## src/rtl/pie_cfg.svh

```systemverilog
// Constants for the PWM interrupt-enable block
`ifndef PIE_CFG_SVH
`define PIE_CFG_SVH
`define PIE_ADDR_W        12
`define PIE_OFS_ENABLE    12'h300
`define PIE_OFS_SET       12'h304
`define PIE_OFS_CLEAR     12'h308
`define PIE_OFS_EVENTS    12'h30c
`define PIE_BIT_HALT      1
`define PIE_BIT_SEQBEG0   2
`define PIE_BIT_SEQBEG1   3
`define PIE_BIT_SEQFIN0   4
`define PIE_BIT_SEQFIN1   5
`define PIE_BIT_PERIOD    6
`define PIE_BIT_LOOPS     7
`define PIE_EN_LSB        1
`define PIE_EN_MSB        7
`define PIE_NUM_SRC       7
`define PIE_EN_RESET      7'h00
`define PIE_DATA_ZERO     32'h0000_0000
`endif

```

## src/rtl/pie_pkg.sv

```systemverilog
// Types for the PWM interrupt-enable block
package pie_pkg;
    typedef logic [6:0] pie_vec_t;
    typedef enum logic [1:0] {
        PIE_OP_NONE,
        PIE_OP_WRITE,
        PIE_OP_SET,
        PIE_OP_CLEAR
    } pie_op_e;
endpackage : pie_pkg

```

## src/rtl/pie_event_flag.sv

```systemverilog
// One sticky event flag with set-over-clear priority
`include "pie_cfg.svh"
module pie_event_flag (
    // Clock and reset
    input  wire logic clk_sys,
    input  wire logic rst_n,
    // Event and clear
    input  wire logic eventPulse,
    input  wire logic clearFlag,
    // Flag state
    output logic      flag
);
    typedef struct packed {
        logic flag;
    } pie_flag_s;

    pie_flag_s state;
    pie_flag_s next_state;

    // Set wins over a clear in the same cycle
    always_comb begin
        next_state = state;
        if (clearFlag) begin
            next_state.flag = 1'b0;
        end
        if (eventPulse) begin
            next_state.flag = 1'b1;
        end
    end

    // State register
    always_ff @(posedge clk_sys) begin
        if (!rst_n) begin
            state <= '0;
        end else begin
            state <= next_state;
        end
    end

    assign flag = state.flag;

    a_flag_sets : assert property (@(posedge clk_sys) disable iff (!rst_n)
        eventPulse |=> flag)
        else $error("Event did not set its flag");
endmodule : pie_event_flag

```

## src/rtl/pie_irq_enable.sv

```systemverilog
// PWM interrupt-enable registers, event flags and interrupt request
//
// Overview of operation
// - Enable register at 0x300, halt bit gates
// - Two sequence-begun enable fields, one each
// - Two sequence-finished enable fields, one each
// - Period-finished enable field
// - Loop-count-reached enable field
// - Set register 0x304 sets halt; reads state
// - Set register sets sequence-begun enables; reads state
// - Set register sets sequence-finished enables; reads state
// - Set register sets period enable; reads state
// - Set register sets loop enable; reads state
// - Clear register 0x308 clears enables; reads state
// - Halt-done event raised after stop completes
// - Period-finished event raised every period end
`include "pie_cfg.svh"
module pie_irq_enable #(
    parameter int ADDR_W = `PIE_ADDR_W,
    parameter int NUM_SRC = `PIE_NUM_SRC
) (
    // Clock and reset
    input  wire logic              clk_sys,
    input  wire logic              rst_n,
    // Register port
    input  wire logic [ADDR_W-1:0] regAddr,
    input  wire logic [31:0]       regWrData,
    input  wire logic              regWrite,
    input  wire logic              regRead,
    output logic [31:0]            regRdData,
    // Event pulses from the waveform engine
    input  wire logic              haltDoneEvent,
    input  wire logic [1:0]        sequenceBegunEvent,
    input  wire logic [1:0]        sequenceFinishedEvent,
    input  wire logic              periodFinishedEvent,
    input  wire logic              loopCountReachedEvent,
    // Interrupt request
    output logic                   irqRequest
);

    // ---------------------------------------------------------------
    // Parameter checks
    // ---------------------------------------------------------------
    if (NUM_SRC != `PIE_NUM_SRC) begin : g_bad_src
        $error("Source count must match the enable bit layout");
    end
    if (ADDR_W < `PIE_ADDR_W) begin : g_bad_addr
        $error("Address width too narrow for register offsets");
    end

    // ---------------------------------------------------------------
    // State
    // ---------------------------------------------------------------
    typedef struct packed {
        pie_pkg::pie_vec_t enable;
        logic [31:0]       rdData;
        logic              irq;
    } pie_state_s;

    pie_state_s        state;
    pie_state_s        next_state;
    pie_pkg::pie_vec_t eventVec;
    pie_pkg::pie_vec_t flagVec;
    pie_pkg::pie_vec_t flagClear;
    pie_pkg::pie_op_e  writeOp;
    logic [11:0]       offset;
    logic [31:0]       enWord;
    logic [31:0]       flagWord;
    pie_pkg::pie_vec_t wrField;

    // Only the low twelve address bits take part in the decode
    assign offset = regAddr[11:0];

    // Event inputs packed at enable-bit order (bit 0 = halt-done)
    assign eventVec = {loopCountReachedEvent,
                       periodFinishedEvent,
                       sequenceFinishedEvent,
                       sequenceBegunEvent,
                       haltDoneEvent};

    assign wrField = regWrData[`PIE_EN_MSB:`PIE_EN_LSB];

    // Word views of enables and flags, bit 0 and upper bits read zero
    always_comb begin
        enWord = `PIE_DATA_ZERO;
        enWord[`PIE_EN_MSB:`PIE_EN_LSB] = state.enable;
        flagWord = `PIE_DATA_ZERO;
        flagWord[`PIE_EN_MSB:`PIE_EN_LSB] = flagVec;
    end

    // ---------------------------------------------------------------
    // Event flags
    // ---------------------------------------------------------------
    // Writing one to a flag bit at the event offset clears it
    always_comb begin
        flagClear = '0;
        if (regWrite && offset == `PIE_OFS_EVENTS) begin
            flagClear = wrField;
        end
    end

    for (genvar i = 0; i < NUM_SRC; i++) begin : g_flag
        pie_event_flag u_flag (
            .clk_sys    (clk_sys),
            .rst_n      (rst_n),
            .eventPulse (eventVec[i]),
            .clearFlag  (flagClear[i]),
            .flag       (flagVec[i])
        );
    end

    // ---------------------------------------------------------------
    // Write decode
    // ---------------------------------------------------------------
    always_comb begin
        writeOp = pie_pkg::PIE_OP_NONE;
        if (regWrite) begin
            case (offset)
                `PIE_OFS_ENABLE: writeOp = pie_pkg::PIE_OP_WRITE;
                `PIE_OFS_SET:    writeOp = pie_pkg::PIE_OP_SET;
                `PIE_OFS_CLEAR:  writeOp = pie_pkg::PIE_OP_CLEAR;
                default:         writeOp = pie_pkg::PIE_OP_NONE;
            endcase
        end
    end

    // ---------------------------------------------------------------
    // Next state
    // ---------------------------------------------------------------
    always_comb begin
        next_state = state;
        // Shared enable state for all three register views
        case (writeOp)
            pie_pkg::PIE_OP_WRITE: begin
                next_state.enable = wrField;
            end
            pie_pkg::PIE_OP_SET: begin
                next_state.enable = state.enable | wrField;
            end
            pie_pkg::PIE_OP_CLEAR: begin
                next_state.enable = state.enable & ~wrField;
            end
            default: begin
                next_state.enable = state.enable;
            end
        endcase
        // Read data only in the cycle after a read strobe
        next_state.rdData = `PIE_DATA_ZERO;
        if (regRead) begin
            case (offset)
                `PIE_OFS_ENABLE: next_state.rdData = enWord;
                `PIE_OFS_SET:    next_state.rdData = enWord;
                `PIE_OFS_CLEAR:  next_state.rdData = enWord;
                `PIE_OFS_EVENTS: next_state.rdData = flagWord;
                default:         next_state.rdData = `PIE_DATA_ZERO;
            endcase
        end
        // Request follows enabled flags
        next_state.irq = |(flagVec & state.enable);
    end

    // ---------------------------------------------------------------
    // State register
    // ---------------------------------------------------------------
    always_ff @(posedge clk_sys) begin
        if (!rst_n) begin
            state.enable <= `PIE_EN_RESET;
            state.rdData <= `PIE_DATA_ZERO;
            state.irq    <= 1'b0;
        end else begin
            state <= next_state;
        end
    end

    // Both outputs come straight from the state register
    assign regRdData  = state.rdData;
    assign irqRequest = state.irq;

    // ---------------------------------------------------------------
    // Assertions
    // ---------------------------------------------------------------
    a_enable_write : assert property (@(posedge clk_sys) disable iff (!rst_n)
        (regWrite && offset == `PIE_OFS_ENABLE) |=>
            state.enable == $past(regWrData[`PIE_EN_MSB:`PIE_EN_LSB]))
        else $error("Enable write not stored");

    a_halt_enable : assert property (@(posedge clk_sys) disable iff (!rst_n)
        (flagVec[0] && !state.enable[0] && !(|(flagVec[6:1] & state.enable[6:1])))
            |=> !irqRequest)
        else $error("Disabled halt flag raised request");

    a_seq_begun : assert property (@(posedge clk_sys) disable iff (!rst_n)
        (regWrite && offset == `PIE_OFS_ENABLE && regWrData[`PIE_BIT_SEQBEG1]
            && sequenceBegunEvent[1]) |=> ##1 irqRequest)
        else $error("Sequence begun interrupt missing");

    a_seq_finished : assert property (@(posedge clk_sys) disable iff (!rst_n)
        (state.enable[3] && sequenceFinishedEvent[0]) ##1 state.enable[3]
            |=> irqRequest)
        else $error("Sequence finished interrupt missing");

    a_period_end : assert property (@(posedge clk_sys) disable iff (!rst_n)
        (state.enable[5] && periodFinishedEvent) ##1 state.enable[5] |=> irqRequest)
        else $error("Period end interrupt missing");

    a_loop_count : assert property (@(posedge clk_sys) disable iff (!rst_n)
        (state.enable[6] && loopCountReachedEvent) ##1 state.enable[6] |=> irqRequest)
        else $error("Loop count interrupt missing");

    a_set_or : assert property (@(posedge clk_sys) disable iff (!rst_n)
        (regWrite && offset == `PIE_OFS_SET) |=>
            state.enable == ($past(state.enable) | $past(wrField)))
        else $error("Set register did not OR in bits");

    a_set_readback : assert property (@(posedge clk_sys) disable iff (!rst_n)
        (regRead && offset == `PIE_OFS_SET && !regWrite) |=>
            regRdData[`PIE_EN_MSB:`PIE_EN_LSB] == $past(state.enable)
            && regRdData[0] == 1'b0)
        else $error("Set register read wrong");

    a_clear_andn : assert property (@(posedge clk_sys) disable iff (!rst_n)
        (regWrite && offset == `PIE_OFS_CLEAR) |=>
            state.enable == ($past(state.enable) & ~$past(wrField)))
        else $error("Clear register did not clear bits");

    a_read_one_cycle : assert property (@(posedge clk_sys) disable iff (!rst_n)
        !regRead |=> regRdData == `PIE_DATA_ZERO)
        else $error("Read data outside its cycle");

    a_irq_follow : assert property (@(posedge clk_sys) disable iff (!rst_n)
        ##1 irqRequest == $past(|(flagVec & state.enable)))
        else $error("Request does not follow enabled flags");

    // ---------------------------------------------------------------
    // Per-source request and flag checks
    // ---------------------------------------------------------------
    // Enabled halt-done event reaches the request two cycles later
    a_halt_irq : assert property (@(posedge clk_sys) disable iff (!rst_n)
        (state.enable[0] && haltDoneEvent) ##1 state.enable[0] |=> irqRequest)
        else $error("Halt done interrupt missing");

    // Sequence 0 begun event with its enable held
    a_seq_begun0 : assert property (@(posedge clk_sys) disable iff (!rst_n)
        (state.enable[1] && sequenceBegunEvent[0]) ##1 state.enable[1]
            |=> irqRequest)
        else $error("Sequence 0 begun interrupt missing");

    // Sequence 1 finished event with its enable held
    a_seq_finished1 : assert property (@(posedge clk_sys) disable iff (!rst_n)
        (state.enable[4] && sequenceFinishedEvent[1]) ##1 state.enable[4]
            |=> irqRequest)
        else $error("Sequence 1 finished interrupt missing");

    // Halt-done pulse leaves its flag set
    a_halt_flag : assert property (@(posedge clk_sys) disable iff (!rst_n)
        haltDoneEvent |=> flagVec[0])
        else $error("Halt done flag not set");

    // Sequence 1 begun pulse leaves its flag set
    a_seq_flag : assert property (@(posedge clk_sys) disable iff (!rst_n)
        sequenceBegunEvent[1] |=> flagVec[2])
        else $error("Sequence begun flag not set");

    // Sequence 0 finished pulse leaves its flag set
    a_seqfin_flag : assert property (@(posedge clk_sys) disable iff (!rst_n)
        sequenceFinishedEvent[0] |=> flagVec[3])
        else $error("Sequence finished flag not set");

    // Period pulse leaves its flag set
    a_period_flag : assert property (@(posedge clk_sys) disable iff (!rst_n)
        periodFinishedEvent |=> flagVec[5])
        else $error("Period finished flag not set");

    // Loop count pulse leaves its flag set
    a_loop_flag : assert property (@(posedge clk_sys) disable iff (!rst_n)
        loopCountReachedEvent |=> flagVec[6])
        else $error("Loop count flag not set");

    // No enabled flag means no request in the next cycle
    a_irq_quiet : assert property (@(posedge clk_sys) disable iff (!rst_n)
        !(|(flagVec & state.enable)) |=> !irqRequest)
        else $error("Request without an enabled flag");

    // ---------------------------------------------------------------
    // Register view checks
    // ---------------------------------------------------------------
    // Zero written to the set register changes nothing
    a_set_zero_keep : assert property (@(posedge clk_sys) disable iff (!rst_n)
        (regWrite && offset == `PIE_OFS_SET && wrField == '0) |=>
            $stable(state.enable))
        else $error("Zero set write changed enables");

    // Zero written to the clear register changes nothing
    a_clear_zero_keep : assert property (@(posedge clk_sys) disable iff (!rst_n)
        (regWrite && offset == `PIE_OFS_CLEAR && wrField == '0) |=>
            $stable(state.enable))
        else $error("Zero clear write changed enables");

    // Writes to unmapped places leave the enables alone
    a_unmapped_keep : assert property (@(posedge clk_sys) disable iff (!rst_n)
        (regWrite && offset != `PIE_OFS_ENABLE && offset != `PIE_OFS_SET
            && offset != `PIE_OFS_CLEAR) |=> $stable(state.enable))
        else $error("Unmapped write changed enables");

    // Enable register reads back the shared state
    a_enable_readback : assert property (@(posedge clk_sys) disable iff (!rst_n)
        (regRead && offset == `PIE_OFS_ENABLE) |=>
            regRdData[`PIE_EN_MSB:`PIE_EN_LSB] == $past(state.enable))
        else $error("Enable register read wrong");

    // Clear register reads back the shared state
    a_clear_readback : assert property (@(posedge clk_sys) disable iff (!rst_n)
        (regRead && offset == `PIE_OFS_CLEAR) |=>
            regRdData[`PIE_EN_MSB:`PIE_EN_LSB] == $past(state.enable))
        else $error("Clear register read wrong");

    // Flag view reads back the sticky flags
    a_flag_readback : assert property (@(posedge clk_sys) disable iff (!rst_n)
        (regRead && offset == `PIE_OFS_EVENTS) |=>
            regRdData[`PIE_EN_MSB:`PIE_EN_LSB] == $past(flagVec))
        else $error("Flag view read wrong");

    // A flag clear with no event pending empties the written flags
    a_flag_clear : assert property (@(posedge clk_sys) disable iff (!rst_n)
        (regWrite && offset == `PIE_OFS_EVENTS && !(|eventVec)) |=>
            (flagVec & $past(wrField)) == '0)
        else $error("Flag clear did not take");

    // Bit 0 and the upper bits always read zero
    a_reserved_zero : assert property (@(posedge clk_sys) disable iff (!rst_n)
        regRdData[0] == 1'b0 && regRdData[31:`PIE_EN_MSB+1] == '0)
        else $error("Reserved read bits not zero");

    // ---------------------------------------------------------------
    // Main scenarios
    // ---------------------------------------------------------------
    c_masked_event : cover property (@(posedge clk_sys) disable iff (!rst_n)
        (flagVec != '0) && !(|(flagVec & state.enable)));

    c_set_write : cover property (@(posedge clk_sys) disable iff (!rst_n)
        regWrite && offset == `PIE_OFS_SET);
    c_clear_write : cover property (@(posedge clk_sys) disable iff (!rst_n)
        regWrite && offset == `PIE_OFS_CLEAR);
    c_irq_rise : cover property (@(posedge clk_sys) disable iff (!rst_n)
        $rose(irqRequest));
    c_irq_fall : cover property (@(posedge clk_sys) disable iff (!rst_n)
        $fell(irqRequest));
endmodule : pie_irq_enable

```

## config.mk

```make
export PLATFORM = sky130hd
export DESIGN_NAME = pie_irq_enable
export DESIGN_NICKNAME = d
export VERILOG_FILES = /design/src/rtl/pie_pkg.sv /design/src/rtl/pie_event_flag.sv /design/src/rtl/pie_irq_enable.sv
export VERILOG_INCLUDE_DIRS = /design/src /design/src/rtl
export SDC_FILE = /design/constraint.sdc
export NUM_CORES = 1
export LEC_CHECK = 0
export BUFFER_PORTS_ARGS = -buffer_cell sky130_fd_sc_hd__buf_2
export CORE_MARGIN = 8
export CORE_UTILIZATION = 35
export DETAILED_ROUTE_END_ITERATION = 12
export GPL_ROUTABILITY_DRIVEN = 0
export HOLD_SLACK_MARGIN = 0.1
export PLACE_DENSITY = 0.74
export SETUP_SLACK_MARGIN = 0.02
export SYNTH_ARGS = -nofsm -noshare
export SYNTH_HDL_FRONTEND = slang
export SYNTH_SLANG_ARGS = --single-unit
```

## constraint.sdc

```tcl
create_clock -name clk_sys -period 1.42 [get_ports clk_sys]
set_input_delay 0.213 -clock clk_sys [delete_from_list [all_inputs] [get_ports clk_sys]]
set_output_delay 0.213 -clock clk_sys [all_outputs]
set_load 0.05 [all_outputs]
```

* After elaboration in Yosys (flattened, before gate mapping)
Cells that the tools add are included.
Operators by class: muxes and demuxes 19, equality and inequality tests 7, bitwise logic cells 4, reductions and logical operators 12
Operators by type and width (count):
- 12-bit by 10-bit equality test with 1-bit output, second input constant | 4
- 7-bit one-hot mux with 3 select lines | 1
- 8-bit one-hot mux with 2 select lines | 1
- 7-bit AND | 2
- 1-bit 2-to-1 mux | 14
- 2-bit nonzero test | 7
- 7-bit 2-to-1 mux | 1
- 7-bit NOT | 1
- 7-bit OR | 1
- 7-bit OR reduction | 1
- 2-bit one-hot mux with 3 select lines | 1
- 2-bit equality test, second input constant | 2
- 3-bit nonzero test | 1
- 3-bit OR reduction | 1
- 2-bit by 1-bit equality test with 1-bit output, second input constant | 1
- 2-bit 2-to-1 mux | 1
- 2-bit AND reduction | 1
- 1-bit logical AND | 1
Storage, ports and cells: bits in registers 47, word-level logic and storage cells 52

* Logic depth before layout (Yosys ltp)
depth after elaboration 5, gate-level depth with buffers 5

* Hierarchy
A second synthesis with hierarchy kept.
Unflattened totals: cells, all modules 127, area, all modules 1218.7 µm²
By module, submodules not included:
- pie_irq_enable | area an instance 929.6 µm², cells an instance 106, instances 1
- pie_event_flag | area an instance 41.3 µm², cells an instance 3, instances 7

* Worst setup path after synthesis
No wires, ideal clock.
path kind input to register, from input port regAddr[5], to register g_flag[0].u_flag.state, buffers on the path 1, path slack -0.120 ns, arrival time 1.418 ns, data required time 1.298 ns, stages 5, cells stage by stage or4_4 -> nor3_4 -> and4_1 -> buf_2 -> a31oi_1
Between the ends: word-level cells in the longest chain between the ends 4
Ends and longest elaborated chain:
- start: declaration | line pie_irq_enable.sv:26 | input wire logic [ADDR_W-1:0] regAddr,
- 12-bit by 10-bit equality test with 1-bit output
- 1-bit logical AND (no line)
- 7-bit 2-to-1 mux | line pie_irq_enable.sv:97 | if (regWrite && offset == `PIE_OFS_EVENTS) begin
- 2-bit nonzero test (no line)
- end signal: assignment | line pie_event_flag.sv:36 | state <= next_state;
- end: declaration | line pie_event_flag.sv:17 | pie_flag_s state;
No other way between the ends. A chain may end at the register's enable or synchronous reset.

* Worst setup path in the final report
from input port regAddr[5], to register state (netlist bit enWord[1])
Between the ends: word-level cells in the longest chain between the ends 5, elaborated cells on any way between the ends 10, classes of those cells 6 x eq/ne; 3 x mux; 1 x reduce/logical
Ends and longest elaborated chain:
- 12-bit by 10-bit equality test with 1-bit output | line pie_irq_enable.sv:118 | case (offset)
- 2-bit one-hot mux with 3 select lines (*) | line pie_irq_enable.sv:118
- 2-bit 2-to-1 mux (*) | line pie_irq_enable.sv:117 | if (regWrite) begin
- 2-bit equality test / 2-bit by 1-bit equality test with 1-bit output (equally long branches) | line pie_irq_enable.sv:133 | case (writeOp)
- 7-bit one-hot mux with 3 select lines / 3-bit nonzero test (equally long branches)
- end signal: assignment | line pie_irq_enable.sv:171 | state <= next_state;
- end: declaration | line pie_irq_enable.sv:60 | pie_state_s state;
Every way passes the cells marked *; elsewhere a longest branch is shown, timed or not.

==> results by stage <==
Power and ir drop:
- The maximum vdd ir drop is 0.271 mV.
- The switching power of the nets is 405 uW.
- In this run the static leakage power is 0.692 nW.
- The fraction of power consumed by sequential logic is 0.513.
- The switching fraction of total power is 0.324.
- The design draws 1.25 mW.
- Dividing total power by cell area gives a power density of 897 nW/um^2.
- Of the total power, combinational logic draws 0.211.
- The clock network power share is 0.276.
- The internal power of the cells totals 847 uW.

Setup path:
- The required time of the critical path is 1.69 ns.
- Broken down by cell family, the worst path's largest delay share belongs to simple AND/OR/NAND/NOR gates.
- The capturing element type of the critical path is a register.
- The critical path runs through a total of 5 cells.
- The critical-path maximum fanout is 7.
- Together, buffers and inverters on the worst path number 1.
- The endpoint identified for the worst register-to-register timing path is irqRequest.
- The critical path startpoint category is an input port.
- Data arrives at the worst endpoint at 1.59 ns.
- For this run, the slowest stage of the critical path takes 0.53 ns.
- The signal on the critical path passes through buf_2, or4_4, nor3_4, and4_1, a21o_2.
- The launch instance of the worst register-to-register path is enWord[4].
- The slowest library cell on the worst path is sky130_fd_sc_hd__or4_4.
- In this run the register-to-register setup slack is 0.47 ns.
- The critical path is of the input port to register type.
- The worst reg2reg path depth is 2.

Yosys:
- The summed instance area of the synthesized netlist is 1160 um^2.
- The synthesized area per cell is 8.35 um^2.
- Synthesis handed over a netlist of 139 instances.
- Ranked by total cell area, the synthesized netlist is headed by sky130_fd_sc_hd__dfxtp_1 (38%), sky130_fd_sc_hd__buf_4 (16%), sky130_fd_sc_hd__nand2_1 (7.4%).
- The Yosys step of the flow raised 0 warnings.
- The number of unique standard cell types used by synthesis is 25.
- The synthesized design contains 22 register bits.
- By instance count, the leading cell after synthesis is sky130_fd_sc_hd__buf_4.
- In the synthesized netlist, the cells that appear most often are sky130_fd_sc_hd__buf_4 (25), sky130_fd_sc_hd__nand2_1 (23), sky130_fd_sc_hd__dfxtp_1 (22).
- The largest total area in the synthesized netlist belongs to sky130_fd_sc_hd__dfxtp_1.
- Of all flip-flops after synthesis, the portion carrying an async set or reset was 0.
- The share of the Yosys chip area taken by registers is 0.379.
- The number of flops mapped to enable cells by yosys is 0.
- The share of Yosys cell area claimed by the top area cell type is 0.379.
- For this run, the leading register cell type out of synthesis is sky130_fd_sc_hd__dfxtp_1.

Layout:
- The number of antenna repair diodes is 0.
- The final-layout fill cell count is 361.
- The sequential standard cell area is 440 um^2.
- The fraction of final layout cells with drive strength greater than 1 is 0.304.
- The share of the core filled with cells is 0.428.
- The number of nets in the final layout is 240.
- The final instance count without filler cells is 230.
- The area growth from synthesis to layout is 20.2%.
- The area occupied by multi-input gates is 566 um^2.

Hold path:
- The start point of the worst min-delay path is regWrData[1].
- The kind of path behind the tightest hold check is input port to register.
- For hold timing, the worst endpoint is g_flag[0].u_flag.flag.
- The depth of the worst hold-timing path is 2.

Placed design:
- Buffers placed on the I/O ports in this run total 37.
- The final HPWL from detailed placement is 2230 um.
- The cell count after placement is 224.

Routing:
- The number of vias per cell after detailed routing is 4.58.
- The number of nets with antenna violations after detailed routing is 0.
- The post-detailed-route DRC marker count is 0.
- The post-detailed-route wirelength per cell is 12.1 um.
- The post-detailed-routing wire length is 2790 um.
- The first detailed-routing pass ran for 4 iterations.
- In this run, the number of DRC markers left after iteration 0 of detailed routing was 61.
- The routed layout has 1,054 vias.

Die:
- In this run the vertical extent of the chip is 73.6 um.
- In this run the standard cell core region covers 3260 um^2.
- The die covers 5420 um^2.
- The width of the die is 73.6 um.
- For this configuration, the core starts out at a cell density of 0.356.
- The number of placed I/O pins is 88.
- After floorplanning, the core was divided into 21 placement rows.

Job:
- Max-cap violations in this run came to 0.

Global routing:
- The initial antenna violation count was 0.
- In the global route stage, overall resource usage came out at 0.107.
- The first global-routing pass estimated 4560 um of wire.
- The via count of the first global-routing pass is 1,031.
- The maximum number of pins on one net before global-route repair is 16.
- Summed over all layers, the global routing overflow is 0.

Timing:
- The maximum clock frequency is 0.757 GHz.
- Setup repair after global routing left no endpoint under its margin.
- The maximum clock skew at final layout is 0.00139 ns.
- The total of endpoints with negative setup slack in the final report is 0.
- The final max-slew violation count is 0.
- The final hold violation count is 0.
- The final cycle utilization of the critical path is 0.930.
- The time the worst path needs with I/O delays and setup is 1.32 ns.

Outcome:
- The run finished with clean final reports.

Clock network:
- The number of H-tree levels is 1.
- In this run the deepest clock path goes through 2 buffers.
- The total clock buffers created by CTS is 3.
- TritonCTS built the clock tree.
- The clock tree root buffer cell is sky130_fd_sc_hd__clkbuf_4.
- After clock tree synthesis, the clock-pin slew on the worst setup and hold paths is 0.12 ns.
- The later-pin clock latency in the skew report is 0.31 ns.
- The CTS sink count is 22.
- The number of cells upsized or downsized after cts is 0.
-- worst reg2reg max path, delay by kind of cell, from the launching register on --
kind,cells,cell delay [ns]
AO/OA/AOI/OAI,2,0.50
flip-flops,1,0.34
-- final cells by class --
class / instances / area share
Multi-Input combinational cell: 103 / 0.405
Sequential cell: 22 / 0.316
Timing Repair Buffer: 47 / 0.190
Tap cell: 46 / 0.0413
Clock buffer: 4 / 0.0260
Inverter: 8 / 0.0215
-- stage by stage --
step	area [um^2]	TNS [ns]	setup slack [ns]	hold slack (ns)
global route	1400	0	0.0298	0.101
detailed placement	1340	-3.12	-0.216	0.443
CTS	1400	0	0.109	0.101
global placement	1340	-3.12	-0.215	0.433
finish	1400	0	0.0998	0.106
floorplan	1260	-1.40	-0.104	0.321
-- layer usage --
metal,vias to the layer above,share of wire,track usage
met5,-,0,0
met4,0,0.022,0.0599
met3,5,0.11,0.0300
met2,60,0.45,0.170
met1,466,0.42,0.126
li1,523,-,-
-- placed cells by master, fill, tap and decap left out --
cell,n
sky130_fd_sc_hd__a21oi_1,7
sky130_fd_sc_hd__a31oi_1,8
sky130_fd_sc_hd__clkbuf_8,1
sky130_fd_sc_hd__a41oi_1,7
sky130_fd_sc_hd__nand4_1,1
sky130_fd_sc_hd__and2_1,1
sky130_fd_sc_hd__a21o_1,3
sky130_fd_sc_hd__and4_1,2
sky130_fd_sc_hd__nor2b_1,1
sky130_fd_sc_hd__a21o_2,4
sky130_fd_sc_hd__dlygate4sd3_1,2
sky130_fd_sc_hd__dfxtp_1,22
sky130_fd_sc_hd__conb_1,25
sky130_fd_sc_hd__buf_2,37
sky130_fd_sc_hd__or4_4,1
sky130_fd_sc_hd__o21ai_0,7
sky130_fd_sc_hd__nand2_1,23
sky130_fd_sc_hd__a22oi_1,2
sky130_fd_sc_hd__a222oi_1,1
sky130_fd_sc_hd__nand2b_1,7
sky130_fd_sc_hd__nor3_4,1
sky130_fd_sc_hd__nor2_1,1
sky130_fd_sc_hd__nor3_2,1
sky130_fd_sc_hd__buf_4,8
sky130_fd_sc_hd__inv_1,8
sky130_fd_sc_hd__clkbuf_4,3
-- how the worst max path moves through the flow --
stage                     slack [ns]       start                    end
after global routing            0.03  regAddr[5]              enWord[1]
after global placement         -0.21  regAddr[5]              enWord[3]
after floorplan                -0.10  regAddr[5]  g_flag[0].u_flag.flag
after CTS                       0.11  regAddr[5]              enWord[1]
after detailed placement       -0.22  regAddr[5]              enWord[3]
final                            0.1  regAddr[5]              enWord[1]
-- cell families after synthesis --
group	count (synthesis)	share of synthesized area
AO/OA/AOI/OAI	39	0.227
buffers and inverters	38	0.211
flip-flops	22	0.379
other	1	0.00323
AND/OR/NAND/NOR	39	0.179
-- flip-flops by register name (all words and copies together) (netlist names) --
signal,count
g_flag.u_flag.flag,7
enWord,7
regRdData,7
irqRequest,1
-- power by group through the flow --
stage | sequential [mW] | clock [mW] | combinational (mW)
after floorplan | 0.652 | 0 | 0.241
after CTS | 0.642 | 0.353 | 0.262
after global placement | 0.656 | 0 | 0.254
final | 0.642 | 0.345 | 0.264
after detailed placement | 0.656 | 0 | 0.258
after global routing | 0.645 | 0.379 | 0.282
-- timing repair --
action                                 CTS  global route
endpoints found under the hold margin    2             0
buffers inserted                         0             0
hold buffers                             2             0
Power figures use the tool's default switching activity.
